File: config.mk
export PLATFORM = sky130hd
export DESIGN_NAME = rcs_regs
export DESIGN_NICKNAME = d
export VERILOG_FILES = /design/src/rtl/rcs_pkg.sv /design/src/rtl/rcs_i2c_link.sv /design/src/rtl/rcs_regs.sv
export SDC_FILE = /design/constraint.sdc
export NUM_CORES = 1
export LEC_CHECK = 0
export BUFFER_PORTS_ARGS = -buffer_cell sky130_fd_sc_hd__buf_2
export CELL_PAD_IN_SITES_DETAIL_PLACEMENT = 1
export CELL_PAD_IN_SITES_GLOBAL_PLACEMENT = 1
export CORE_MARGIN = 3
export CORE_UTILIZATION = 34
export CTS_CLUSTER_SIZE = 30
export DETAILED_ROUTE_END_ITERATION = 8
export PLACE_DENSITY = 0.64
export SLEW_MARGIN = 20
export SYNTH_ARGS = -nofsm -noshare
export SYNTH_HDL_FRONTEND = slang
export SYNTH_SLANG_ARGS = --single-unit
export TNS_END_PERCENT = 30
File: constraint.sdc
create_clock -name mclk -period 3.23 [get_ports mclk]
set_input_delay 0 -clock mclk [delete_from_list [all_inputs] [get_ports mclk]]
set_output_delay 0 -clock mclk [all_outputs]
set_load 0.005 [all_outputs]
File: src/rtl/rcs_pkg.sv
// Summary of operation
// - groups A, C, D, E: enable bit, reset off
// - group B has no bit, on unless power-off set
// - global power-off bit, reset 0, disables all
// - read-only soft-start field captured from strap
// - strap value copied into overrides five-eight
// - regulators two-four follow strap; one uses none
// - regulators five-eight follow their own override
// - overrides are 2-bit writable, same encoding
// - output eight mode bit: 0 current, 1 voltage
// - 4-bit led current scale, resets to full
// - accurate mode: act only on repeated writes
// - cold flag: 1 battery insertion, 0 button
// - shutdown flag after button held hold time
// - per-regulator scaling done status bit
// - overcurrent fault bit, not regulator seven
// - short-circuit fault bit, not regulator seven
// - overvoltage and undervoltage bit, all eight
// - thermal fault bit, not regulator seven
// - per-regulator summary fault bit
// - 8-bit fine voltage dac for regulator three
// - reached over serial bus, every byte acked
package rcs_pkg;
   // ---------------------------------------------------
   // serial link
   // ---------------------------------------------------
   localparam logic [6:0] DEV_ADDR = 7'h54;
   typedef enum logic [2:0] {
      S_IDLE, S_RX, S_ACK, S_TX, S_MACK
   } rcs_link_st_t;
   typedef enum logic [1:0] {PH_ADDR, PH_REG, PH_DATA} rcs_phase_t;
   localparam logic [3:0] BITS_BYTE = 4'h8;
   localparam logic [3:0] LAST_TX   = 4'h7;
   // ---------------------------------------------------
   // register offsets
   // ---------------------------------------------------
   localparam logic [7:0] OFS_GEN1   = 8'h01;
   localparam logic [7:0] OFS_GEN2   = 8'h02;
   localparam logic [7:0] OFS_GEN3   = 8'h03;
   localparam logic [7:0] OFS_REG8C  = 8'h16;
   localparam logic [7:0] OFS_SUMM   = 8'h19;
   localparam logic [7:0] OFS_DAC    = 8'h1A;
   localparam logic [7:0] OFS_ACCUR  = 8'h1B;
   localparam logic [7:0] STAT_OFS [8] = '{8'h05, 8'h07, 8'h09,
      8'h0B, 8'h0E, 8'h11, 8'h14, 8'h18};
   localparam logic [7:0] OVR_OFS [4] = '{8'h0D, 8'h10, 8'h13, 8'h17};
   // ---------------------------------------------------
   // field positions
   // ---------------------------------------------------
   localparam int SDD_LSB    = 2;
   localparam int POFF_BIT   = 4;
   localparam int COLD_BIT   = 3;
   localparam int SHTD_BIT   = 4;
   localparam int REG7_IDX   = 6;
   localparam logic [4:0] MASK_ALL  = 5'h1F;
   localparam logic [4:0] MASK_REG7 = 5'h03;
   // ---------------------------------------------------
   // reset values and encodings
   // ---------------------------------------------------
   localparam logic [3:0] GRP_RST  = 4'h0;
   localparam logic [3:0] LED_RST  = 4'hF;
   localparam logic [7:0] DAC_RST  = 8'h00;
   localparam logic [1:0] SS_RST   = 2'h0;
   localparam logic [1:0] SDD_1S   = 2'h0;
   localparam logic [1:0] SDD_0P5S = 2'h1;
   localparam logic [1:0] SDD_1P5S = 2'h2;
   localparam logic [1:0] SDD_2S   = 2'h3;
   localparam logic [1:0] SS_0P5MS = 2'h0;
   localparam logic [1:0] SS_2MS   = 2'h1;
   localparam logic [1:0] SS_8MS   = 2'h2;
   localparam logic [1:0] SS_32MS  = 2'h3;
   // ---------------------------------------------------
   // timing
   // ---------------------------------------------------
   localparam int CLK_HZ        = 50_000_000;
   localparam int HOLD_UNIT_MS  = 500;
   localparam int HOLD_UNIT_CYC = HOLD_UNIT_MS * (CLK_HZ / 1000);
endpackage : rcs_pkg

File: src/rtl/rcs_i2c_link.sv
`timescale 1ns/1ps
`default_nettype none
module rcs_i2c_link (
   // clock and reset
   input  wire logic       mclk,
   input  wire logic       rst,
   // serial pins
   input  wire logic       scl_in,
   input  wire logic       sda_in,
   output logic            sda_out,
   output logic            sda_oe_n,
   // register side
   output logic            wr_stb,
   output logic [7:0]      wr_addr,
   output logic [7:0]      wr_data,
   output logic            rd_stb,
   output logic [7:0]      rd_addr,
   input  wire logic [7:0] rd_data
);
   rcs_pkg::rcs_link_st_t st_ff, nxt_st;
   rcs_pkg::rcs_phase_t   ph_ff, nxt_ph;
   logic [3:0] cnt_ff, nxt_cnt;
   logic [7:0] sh_ff, nxt_sh, ptr_ff, nxt_ptr;
   logic [7:0] wa_ff, nxt_wa, wd_ff, nxt_wd;
   logic       rw_ff, nxt_rw, oe_n_ff, nxt_oe_n, ws_ff, nxt_ws;
   logic       scl_q_ff, sda_q_ff, mack_ff, nxt_mack, load;
   logic       scl_rise, scl_fall, start, stop;

   assign scl_rise = scl_in & ~scl_q_ff;
   assign scl_fall = ~scl_in & scl_q_ff;
   assign start    = scl_in & scl_q_ff & sda_q_ff & ~sda_in;
   assign stop     = scl_in & scl_q_ff & ~sda_q_ff & sda_in;

   // ---------------------------------------------------
   // byte engine
   // ---------------------------------------------------
   always_comb begin
      nxt_st = st_ff;
      nxt_ph = ph_ff;
      nxt_cnt = cnt_ff;
      nxt_sh = sh_ff;
      nxt_ptr = ptr_ff;
      nxt_wa = wa_ff;
      nxt_wd = wd_ff;
      nxt_rw = rw_ff;
      nxt_oe_n = oe_n_ff;
      nxt_mack = mack_ff;
      nxt_ws = 1'b0;
      load = 1'b0;
      if (start) begin
         nxt_st = rcs_pkg::S_RX;
         nxt_ph = rcs_pkg::PH_ADDR;
         nxt_cnt = 4'h0;
         nxt_oe_n = 1'b1;
      end else if (stop) begin
         nxt_st = rcs_pkg::S_IDLE;
         nxt_oe_n = 1'b1;
      end else begin
         case (st_ff)
            rcs_pkg::S_RX: begin
               if (scl_rise) begin
                  nxt_sh = {sh_ff[6:0], sda_in};
                  nxt_cnt = cnt_ff + 4'h1;
               end else if (scl_fall && cnt_ff == rcs_pkg::BITS_BYTE) begin
                  nxt_cnt = 4'h0;
                  nxt_st = rcs_pkg::S_ACK;
                  nxt_oe_n = 1'b0;
                  if (ph_ff == rcs_pkg::PH_ADDR) begin
                     nxt_rw = sh_ff[0];
                     // foreign address: stay off the bus
                     if (sh_ff[7:1] != rcs_pkg::DEV_ADDR) begin
                        nxt_st = rcs_pkg::S_IDLE;
                        nxt_oe_n = 1'b1;
                     end
                  end else if (ph_ff == rcs_pkg::PH_REG) begin
                     nxt_ptr = sh_ff;
                  end else begin
                     nxt_ws = 1'b1;
                     nxt_wa = ptr_ff;
                     nxt_wd = sh_ff;
                     nxt_ptr = ptr_ff + 8'h01;
                  end
               end
            end
            rcs_pkg::S_ACK: begin
               if (scl_fall) begin
                  if (rw_ff && ph_ff == rcs_pkg::PH_ADDR) begin
                     load = 1'b1;
                  end else begin
                     nxt_oe_n = 1'b1;
                     nxt_st = rcs_pkg::S_RX;
                     nxt_ph = (ph_ff == rcs_pkg::PH_ADDR) ?
                        rcs_pkg::PH_REG : rcs_pkg::PH_DATA;
                  end
               end
            end
            rcs_pkg::S_TX: begin
               if (scl_fall) begin
                  if (cnt_ff == rcs_pkg::LAST_TX) begin
                     nxt_oe_n = 1'b1;
                     nxt_st = rcs_pkg::S_MACK;
                  end else begin
                     nxt_sh = {sh_ff[6:0], 1'b0};
                     nxt_oe_n = sh_ff[6];
                     nxt_cnt = cnt_ff + 4'h1;
                  end
               end
            end
            rcs_pkg::S_MACK: begin
               if (scl_rise) begin
                  nxt_mack = sda_in;
               end else if (scl_fall) begin
                  if (!mack_ff) begin
                     load = 1'b1;
                  end else begin
                     nxt_st = rcs_pkg::S_IDLE;
                  end
               end
            end
            default: nxt_st = rcs_pkg::S_IDLE;
         endcase
      end
      // read data is taken at the moment the byte starts
      if (load) begin
         nxt_sh = rd_data;
         nxt_oe_n = rd_data[7];
         nxt_ptr = ptr_ff + 8'h01;
         nxt_cnt = 4'h0;
         nxt_st = rcs_pkg::S_TX;
      end
   end

   always_ff @(posedge mclk) begin
      if (rst) begin
         st_ff <= rcs_pkg::S_IDLE;
         ph_ff <= rcs_pkg::PH_ADDR;
         cnt_ff <= 4'h0;
         sh_ff <= 8'h00;
         ptr_ff <= 8'h00;
         wa_ff <= 8'h00;
         wd_ff <= 8'h00;
         rw_ff <= 1'b0;
         oe_n_ff <= 1'b1;
         ws_ff <= 1'b0;
         mack_ff <= 1'b1;
         scl_q_ff <= 1'b1;
         sda_q_ff <= 1'b1;
      end else begin
         st_ff <= nxt_st;
         ph_ff <= nxt_ph;
         cnt_ff <= nxt_cnt;
         sh_ff <= nxt_sh;
         ptr_ff <= nxt_ptr;
         wa_ff <= nxt_wa;
         wd_ff <= nxt_wd;
         rw_ff <= nxt_rw;
         oe_n_ff <= nxt_oe_n;
         ws_ff <= nxt_ws;
         mack_ff <= nxt_mack;
         scl_q_ff <= scl_in;
         sda_q_ff <= sda_in;
      end
   end

   assign sda_out  = 1'b0;
   assign sda_oe_n = oe_n_ff;
   assign wr_stb   = ws_ff;
   assign wr_addr  = wa_ff;
   assign wr_data  = wd_ff;
   assign rd_stb   = load;
   assign rd_addr  = ptr_ff;
endmodule : rcs_i2c_link
`default_nettype wire

File: src/rtl/rcs_regs.sv
`timescale 1ns/1ps
`default_nettype none
module rcs_regs #(
   parameter int HOLD_UNIT_CYC = rcs_pkg::HOLD_UNIT_CYC,
   parameter int CNT_W         = 27
) (
   // clock and reset
   input  wire logic       mclk,
   input  wire logic       rst,
   // serial pins
   input  wire logic       scl_in,
   input  wire logic       sda_in,
   output logic            sda_out,
   output logic            sda_oe_n,
   // straps and button
   input  wire logic [1:0] softstart_strap,
   input  wire logic       cold_start_in,
   input  wire logic       power_button_n,
   // regulator monitors
   input  wire logic [7:0] dvs_done_in,
   input  wire logic [7:0] ov_in,
   input  wire logic [7:0] uv_in,
   input  wire logic [7:0] ilim_in,
   input  wire logic [7:0] sc_in,
   input  wire logic [7:0] tsd_in,
   // controls to the regulators
   output logic [3:0]      group_enable_bits,
   output logic            always_on_group,
   output logic            global_power_off,
   output logic [1:0]      strapped_softstart_value,
   output logic [7:0]      softstart_override,
   output logic            output_eight_regulation_select,
   output logic [3:0]      led_current_scale,
   output logic [7:0]      fine_voltage_dac,
   // status to the system
   output logic            shutdown_flag,
   output logic [7:0]      summary_fault_bit
);
   logic       wr_stb, rd_stb, commit, hit;
   logic [7:0] wr_addr, wr_data, rd_addr, rd_data;
   logic [CNT_W-1:0] hold_cyc;

   rcs_i2c_link u_rcs_i2c_link (
      .mclk    (mclk),
      .rst     (rst),
      .scl_in  (scl_in),
      .sda_in  (sda_in),
      .sda_out (sda_out),
      .sda_oe_n(sda_oe_n),
      .wr_stb  (wr_stb),
      .wr_addr (wr_addr),
      .wr_data (wr_data),
      .rd_stb  (rd_stb),
      .rd_addr (rd_addr),
      .rd_data (rd_data)
   );

   // ---------------------------------------------------
   // state
   // ---------------------------------------------------
   logic [3:0]       grp_ff, nxt_grp, en_ff, nxt_en, led_ff, nxt_led;
   logic             poff_ff, nxt_poff, aon_ff, nxt_aon;
   logic [1:0]       sdd_ff, nxt_sdd, ss_ff, nxt_ss;
   logic [3:0][1:0]  ovr_ff, nxt_ovr;
   logic             mode_ff, nxt_mode, acc_ff, nxt_acc;
   logic             cap_ff, nxt_cap, cold_ff, nxt_cold;
   logic             shtd_ff, nxt_shtd;
   logic [7:0]       dac_ff, nxt_dac;
   logic [7:0][4:0]  flt_ff, nxt_flt;
   logic             pv_ff, nxt_pv;
   logic [15:0]      pend_ff, nxt_pend;
   logic [CNT_W-1:0] cnt_ff, nxt_cnt;

   // ---------------------------------------------------
   // accurate mode filter
   // ---------------------------------------------------
   // a lone write, or a pair that disagrees, is dropped
   always_comb begin
      nxt_pv = pv_ff;
      nxt_pend = pend_ff;
      commit = 1'b0;
      if (!acc_ff) begin
         nxt_pv = 1'b0;
         commit = wr_stb;
      end else if (wr_stb) begin
         if (pv_ff && pend_ff == {wr_addr, wr_data}) begin
            commit = 1'b1;
            nxt_pv = 1'b0;
         end else begin
            nxt_pv = 1'b1;
            nxt_pend = {wr_addr, wr_data};
         end
      end
   end

   // ---------------------------------------------------
   // shutdown hold timer
   // ---------------------------------------------------
   always_comb begin
      case (sdd_ff)
         rcs_pkg::SDD_0P5S: hold_cyc = CNT_W'(HOLD_UNIT_CYC);
         rcs_pkg::SDD_1P5S: hold_cyc = CNT_W'(3 * HOLD_UNIT_CYC);
         rcs_pkg::SDD_2S:   hold_cyc = CNT_W'(4 * HOLD_UNIT_CYC);
         default:           hold_cyc = CNT_W'(2 * HOLD_UNIT_CYC);
      endcase
      hit = !power_button_n && cnt_ff < hold_cyc &&
            cnt_ff + CNT_W'(1) >= hold_cyc;
      if (power_button_n) begin
         nxt_cnt = '0;
      end else if (cnt_ff >= hold_cyc) begin
         nxt_cnt = cnt_ff; // saturate: flag set once per press
      end else begin
         nxt_cnt = cnt_ff + CNT_W'(1);
      end
   end

   // ---------------------------------------------------
   // register writes, captures and flags
   // ---------------------------------------------------
   always_comb begin
      nxt_grp = grp_ff;
      nxt_poff = poff_ff;
      nxt_sdd = sdd_ff;
      nxt_ss = ss_ff;
      nxt_ovr = ovr_ff;
      nxt_mode = mode_ff;
      nxt_led = led_ff;
      nxt_acc = acc_ff;
      nxt_cap = cap_ff;
      nxt_cold = cold_ff;
      nxt_shtd = shtd_ff;
      nxt_dac = dac_ff;
      nxt_flt = flt_ff;
      if (commit) begin
         case (wr_addr)
            rcs_pkg::OFS_GEN1: nxt_sdd = wr_data[rcs_pkg::SDD_LSB +: 2];
            rcs_pkg::OFS_GEN2: begin
               nxt_grp = wr_data[3:0];
               nxt_poff = wr_data[rcs_pkg::POFF_BIT];
            end
            rcs_pkg::OFS_GEN3: begin
               // flags clear on a 0 write; 1 is ignored
               if (!wr_data[rcs_pkg::COLD_BIT]) nxt_cold = 1'b0;
               if (!wr_data[rcs_pkg::SHTD_BIT]) nxt_shtd = 1'b0;
            end
            rcs_pkg::OFS_REG8C: begin
               nxt_mode = wr_data[0];
               nxt_led = wr_data[4:1];
            end
            rcs_pkg::OFS_DAC: nxt_dac = wr_data;
            rcs_pkg::OFS_ACCUR: nxt_acc = wr_data[0];
            default: nxt_dac = dac_ff;
         endcase
         for (int k = 0; k < 4; k++) begin
            if (wr_addr == rcs_pkg::OVR_OFS[k]) begin
               nxt_ovr[k] = wr_data[1:0];
            end
         end
      end
      // one capture after reset release; strap read once only
      if (!cap_ff) begin
         nxt_cap = 1'b1;
         nxt_ss = softstart_strap;
         nxt_cold = cold_start_in;
         for (int k = 0; k < 4; k++) begin
            nxt_ovr[k] = softstart_strap;
         end
      end
      if (hit) nxt_shtd = 1'b1;
      // faults are sticky, cleared by reading; a new hit wins
      for (int i = 0; i < 8; i++) begin
         if (rd_stb && rd_addr == rcs_pkg::STAT_OFS[i]) begin
            nxt_flt[i] = 5'h00;
         end
         nxt_flt[i] = nxt_flt[i] | ({tsd_in[i], sc_in[i], ilim_in[i],
            uv_in[i], ov_in[i]} & ((i == rcs_pkg::REG7_IDX) ?
            rcs_pkg::MASK_REG7 : rcs_pkg::MASK_ALL));
      end
      // power-off holds every group down, group B included
      nxt_en = poff_ff ? 4'h0 : grp_ff;
      nxt_aon = !poff_ff;
   end

   always_ff @(posedge mclk) begin
      if (rst) begin
         grp_ff <= rcs_pkg::GRP_RST;
         en_ff <= rcs_pkg::GRP_RST;
         poff_ff <= 1'b0;
         aon_ff <= 1'b1;
         sdd_ff <= rcs_pkg::SDD_1S;
         ss_ff <= rcs_pkg::SS_RST;
         ovr_ff <= '0;
         mode_ff <= 1'b0;
         led_ff <= rcs_pkg::LED_RST;
         acc_ff <= 1'b0;
         cap_ff <= 1'b0;
         cold_ff <= 1'b0;
         shtd_ff <= 1'b0;
         dac_ff <= rcs_pkg::DAC_RST;
         flt_ff <= '0;
         pv_ff <= 1'b0;
         pend_ff <= 16'h0000;
         cnt_ff <= '0;
      end else begin
         grp_ff <= nxt_grp;
         en_ff <= nxt_en;
         poff_ff <= nxt_poff;
         aon_ff <= nxt_aon;
         sdd_ff <= nxt_sdd;
         ss_ff <= nxt_ss;
         ovr_ff <= nxt_ovr;
         mode_ff <= nxt_mode;
         led_ff <= nxt_led;
         acc_ff <= nxt_acc;
         cap_ff <= nxt_cap;
         cold_ff <= nxt_cold;
         shtd_ff <= nxt_shtd;
         dac_ff <= nxt_dac;
         flt_ff <= nxt_flt;
         pv_ff <= nxt_pv;
         pend_ff <= nxt_pend;
         cnt_ff <= nxt_cnt;
      end
   end

   // ---------------------------------------------------
   // read side
   // ---------------------------------------------------
   always_comb begin
      rd_data = 8'h00;
      case (rd_addr)
         rcs_pkg::OFS_GEN1: rd_data = {4'h0, sdd_ff, 2'b00};
         rcs_pkg::OFS_GEN2: rd_data = {3'h0, poff_ff, grp_ff};
         rcs_pkg::OFS_GEN3:
            rd_data = {3'h0, shtd_ff, cold_ff, 1'b0, ss_ff};
         rcs_pkg::OFS_REG8C: rd_data = {3'h0, led_ff, mode_ff};
         rcs_pkg::OFS_SUMM: rd_data = summary_fault_bit;
         rcs_pkg::OFS_DAC: rd_data = dac_ff;
         rcs_pkg::OFS_ACCUR: rd_data = {7'h00, acc_ff};
         default: rd_data = 8'h00;
      endcase
      for (int i = 0; i < 8; i++) begin
         if (rd_addr == rcs_pkg::STAT_OFS[i]) begin
            rd_data = {2'b00, flt_ff[i], dvs_done_in[i]};
         end
      end
      for (int k = 0; k < 4; k++) begin
         if (rd_addr == rcs_pkg::OVR_OFS[k]) begin
            rd_data = {6'h00, ovr_ff[k]};
         end
      end
   end

   // ---------------------------------------------------
   // outputs
   // ---------------------------------------------------
   // regulator one takes no soft-start code at all
   always_comb begin
      for (int i = 0; i < 8; i++) begin
         summary_fault_bit[i] = |flt_ff[i];
      end
   end
   assign group_enable_bits = en_ff;
   assign always_on_group = aon_ff;
   assign global_power_off = poff_ff;
   assign strapped_softstart_value = ss_ff;
   assign softstart_override = ovr_ff;
   assign output_eight_regulation_select = mode_ff;
   assign led_current_scale = led_ff;
   assign fine_voltage_dac = dac_ff;
   assign shutdown_flag = shtd_ff;
endmodule : rcs_regs
`default_nettype wire

==> out/metrics.yaml <==
route:
  wl_per_cell_um: 20.3
  drt_iter0_markers: 601
  drc: 0
  via_per_inst: 5.53
  drt_pre_antenna_iters: 5
  finalWirelength_um: 33300
  antenna_left: 0
  num_vias: 9056
die:
  die_area_sq_um: 29400
  core_sq_um: 26500
  die_y_um: 171
  rows: 59
  ios: 96
  fp.dieW_um: 171
  initial_core_util: 0.351
synthesis:
  synth-edff-count: 0
  yosys_warnings: 0
  synth_area_sq_um: 9310
  synth.avg_cell_area_sq_um: 8.05
  synth_cell_types: 80
  async_flop_share: 0
  synth_fp_nets: 1253
  synthCells: 1156
  ys_seq_area_frac: 0.359
  ys.flop_type: "dfxtp_1"
  synth_seq_cells: 167
critical_path:
  worstPathRequired_ns: 3.56
  cp.arrival_ns: 3.37
  critical_path.slowest_cell: "dfxtp_1"
  cp.depth: 13
  r2r_start: "cnt_ff[3]"
  critical_path.top_delay_family: "simple AND/OR/NAND/NOR gates"
  endpoint_kind: "flop"
  r2r_slack_ns: 0.19
  slowest_delay_ns: 0.47
  crit_path_frequent_cell: "buf_4"
  worstPathBufferInverterCount: 2
  path_cells: "nand4_1 -> buf_4 -> nor4_1 -> buf_4 -> nand3_1 -> nor2_1 -> xor2_1 -> ha_1 -> and3_1 -> a221o_1 -> nand2_1 -> o211ai_1 -> a31o_1"
  path_max_fanout: 8
  r2r-end: "shutdown_flag"
  setup.worst_path.start: "cnt_ff[3]"
  start_kind: "flop"
  r2r_cells: 13
  critPathKind: "reg -> reg"
  worstSetupEndpoint: "shutdown_flag"
power:
  finalPower_mw: 4.45
  peakVddDrop_v: 0.000222
  pwr_density_cell_nw_per_um2: 393
  p_leak_nw: 4.63
placed_design:
  dp.cells: 1562
  placed_area_sq_um: 10300
  place_congestion: 0.917
  io_buffers: 91
  dpl.hpwl_um: 24900
  dp_slack_ns: 0.115
global_route:
  grt_pass1_vias: 9285
  grt_pass1_wl_um: 52800
  grt_usage: 0.230
  antenna_found_initial: 1
  grt_max_degree: 81
  gr-total-overflow: 0
clock_tree:
  root_buffer: "clkbuf_16"
  numCtsBuffers: 17
  clkSlewWorstSetupHoldPaths_ns: 0.07
  cts.path.max_buffers: 2
  numClockSinks: 167
  clock_latency_ns: 0.44
  cts_tree: "built"
  cts_max_level: 4
finish:
  design_area_sq_um: 11300
  syn2layout_area_growth_pct: 21.6
  mostFrequentLayoutCells: "179 x nor2_1, 167 x dfxtp_1, 93 x a21oi_1, 90 x buf_2, 88 x nand2_1"
  nets: 1387
  fin_cells: 1639
  final_common_cell: "nor2_1"
  finish.utilization: 0.427
  layout-drive-gt1-share: 0.150
timing:
  max_slew.worst_pin.slew_ns: 0.870
  layout_setup_ws_ns: 0.188
  period_needed_ns: 3.04
  rsz0062_at_grt: "false"
  fin_tns_setup_ns: 0
  slew_headroom: 0.420
  worst_hold_slack_ns: -0.00260
  finClkSkew_ns: 0.0103
  slew_violations: 0
  hold_violations: 1
  setup_viol: 0
  fmax_mhz: 329
  finalCritPeriodShare: 0.942
run:
  cap_violations: 0
status:
  violations: "negative hold slack"
  status: "finished with violations"
min_path:
  hp-class: "in -> reg"
==> Yosys cell counts, drive strengths merged, types with 3 or more instances <==
master	number	share of area
nand3b	4	0.0032
o32ai	5	0.0047
xnor2	26	0.024
a22oi	9	0.0073
o221ai	3	0.0028
nor2b	10	0.0067
a2111oi	4	0.0038
nor4b	3	0.0028
nor3b	3	0.0024
a21oi	93	0.050
xor2	33	0.031
or2	7	0.0047
a21o	6	0.0048
buf	17	0.0087
o21a	3	0.0024
o22ai	10	0.0067
nor2	179	0.072
a31oi	11	0.0081
nand4	19	0.013
a21boi	4	0.0032
or3	4	0.0027
a22o	3	0.0028
nor3	36	0.021
clkbuf	51	0.021
nand2	88	0.035
or4	9	0.0081
a311oi	4	0.0038
nand3	46	0.025
a221oi	6	0.0056
o31ai	8	0.0070
ha	41	0.055
o21ai	46	0.025
a211oi	8	0.0070
dfxtp	167	0.36
nor4	13	0.010
mux2i	67	0.072
and3	21	0.014
and2	14	0.0094
nand4b	4	0.0038
nand2b	10	0.0067
inv	29	0.012
==> report_power, final <==
group	switching, mW	internal (mW)	total (mW)	leakage, nW
combinational	0.127	0.114	0.240	2.99
sequential	0.0559	2.10	2.16	1.36
clock	1.01	1.03	2.05	0.284
==> cell families after synthesis <==
family,synth area share
compound gates,0.167
xor+xnor,0.0555
fa+ha+maj,0.0551
buf+inv,0.0410
flops,0.359
mux,0.0720
other cells,0.000403
simple gates,0.250
==> flip-flops by register name (all words and copies together), names as in the netlist, 8 cells and up <==
register / cells
u_rcs_i2c_link.sh_ff: 8
fine_voltage_dac: 8
u_rcs_i2c_link.rd_addr: 8
pend_ff: 16
u_rcs_i2c_link.wr_data: 8
cnt_ff: 27
softstart_override: 8
u_rcs_i2c_link.wr_addr: 8
flt_ff: 37
==> timing repair <==
action / CTS / global route
setup buffers: 0 / 1
gates resized for setup: 0 / 3
hold buffers: 43 / 0
endpoints found under the hold margin: 52 / 0
endpoints found under the setup margin: 0 / 1
==> final cells by class <==
class,instances,area (sq um)
fillers,3150,15200
multi-input cells,892,5610
flip-flops and latches,167,3340
repair buffers,183,1260
clock buffers,17,425
well taps,335,419
clock inverters,15,154
inverters,29,109
diodes,1,2.50
==> worst min path at each step <==
stage / start / to / slack [ns] / cells after the start
2_1_floorplan: sda_in / u_rcs_i2c_link.sda_q_ff / 0.1 / 2
3_3_place_gp: uv_in[0] / flt_ff[1] / 0.20 / 3
3_5_place_dp: ilim_in[2] / flt_ff[12] / 0.21 / 3
4_1_cts: rst / flt_ff[4] / 0.0003 / 2
5_1_grt: rst / flt_ff[12] / 0.004 / 2
6_report: rst / flt_ff[3] / -0.003 / 2
==> routing by layer <==
| layer | track usage | vias up | share of wire |
|---|---|---|---|
| li1 | - | 4397 | - |
| met1 | 0.324 | 4422 | 0.48 |
| met2 | 0.372 | 211 | 0.46 |
| met3 | 0.0310 | 26 | 0.045 |
| met4 | 0.0560 | 0 | 0.013 |
| met5 | 0 | - | 0 |
Note: power is estimated with default switching activity, not from simulation.
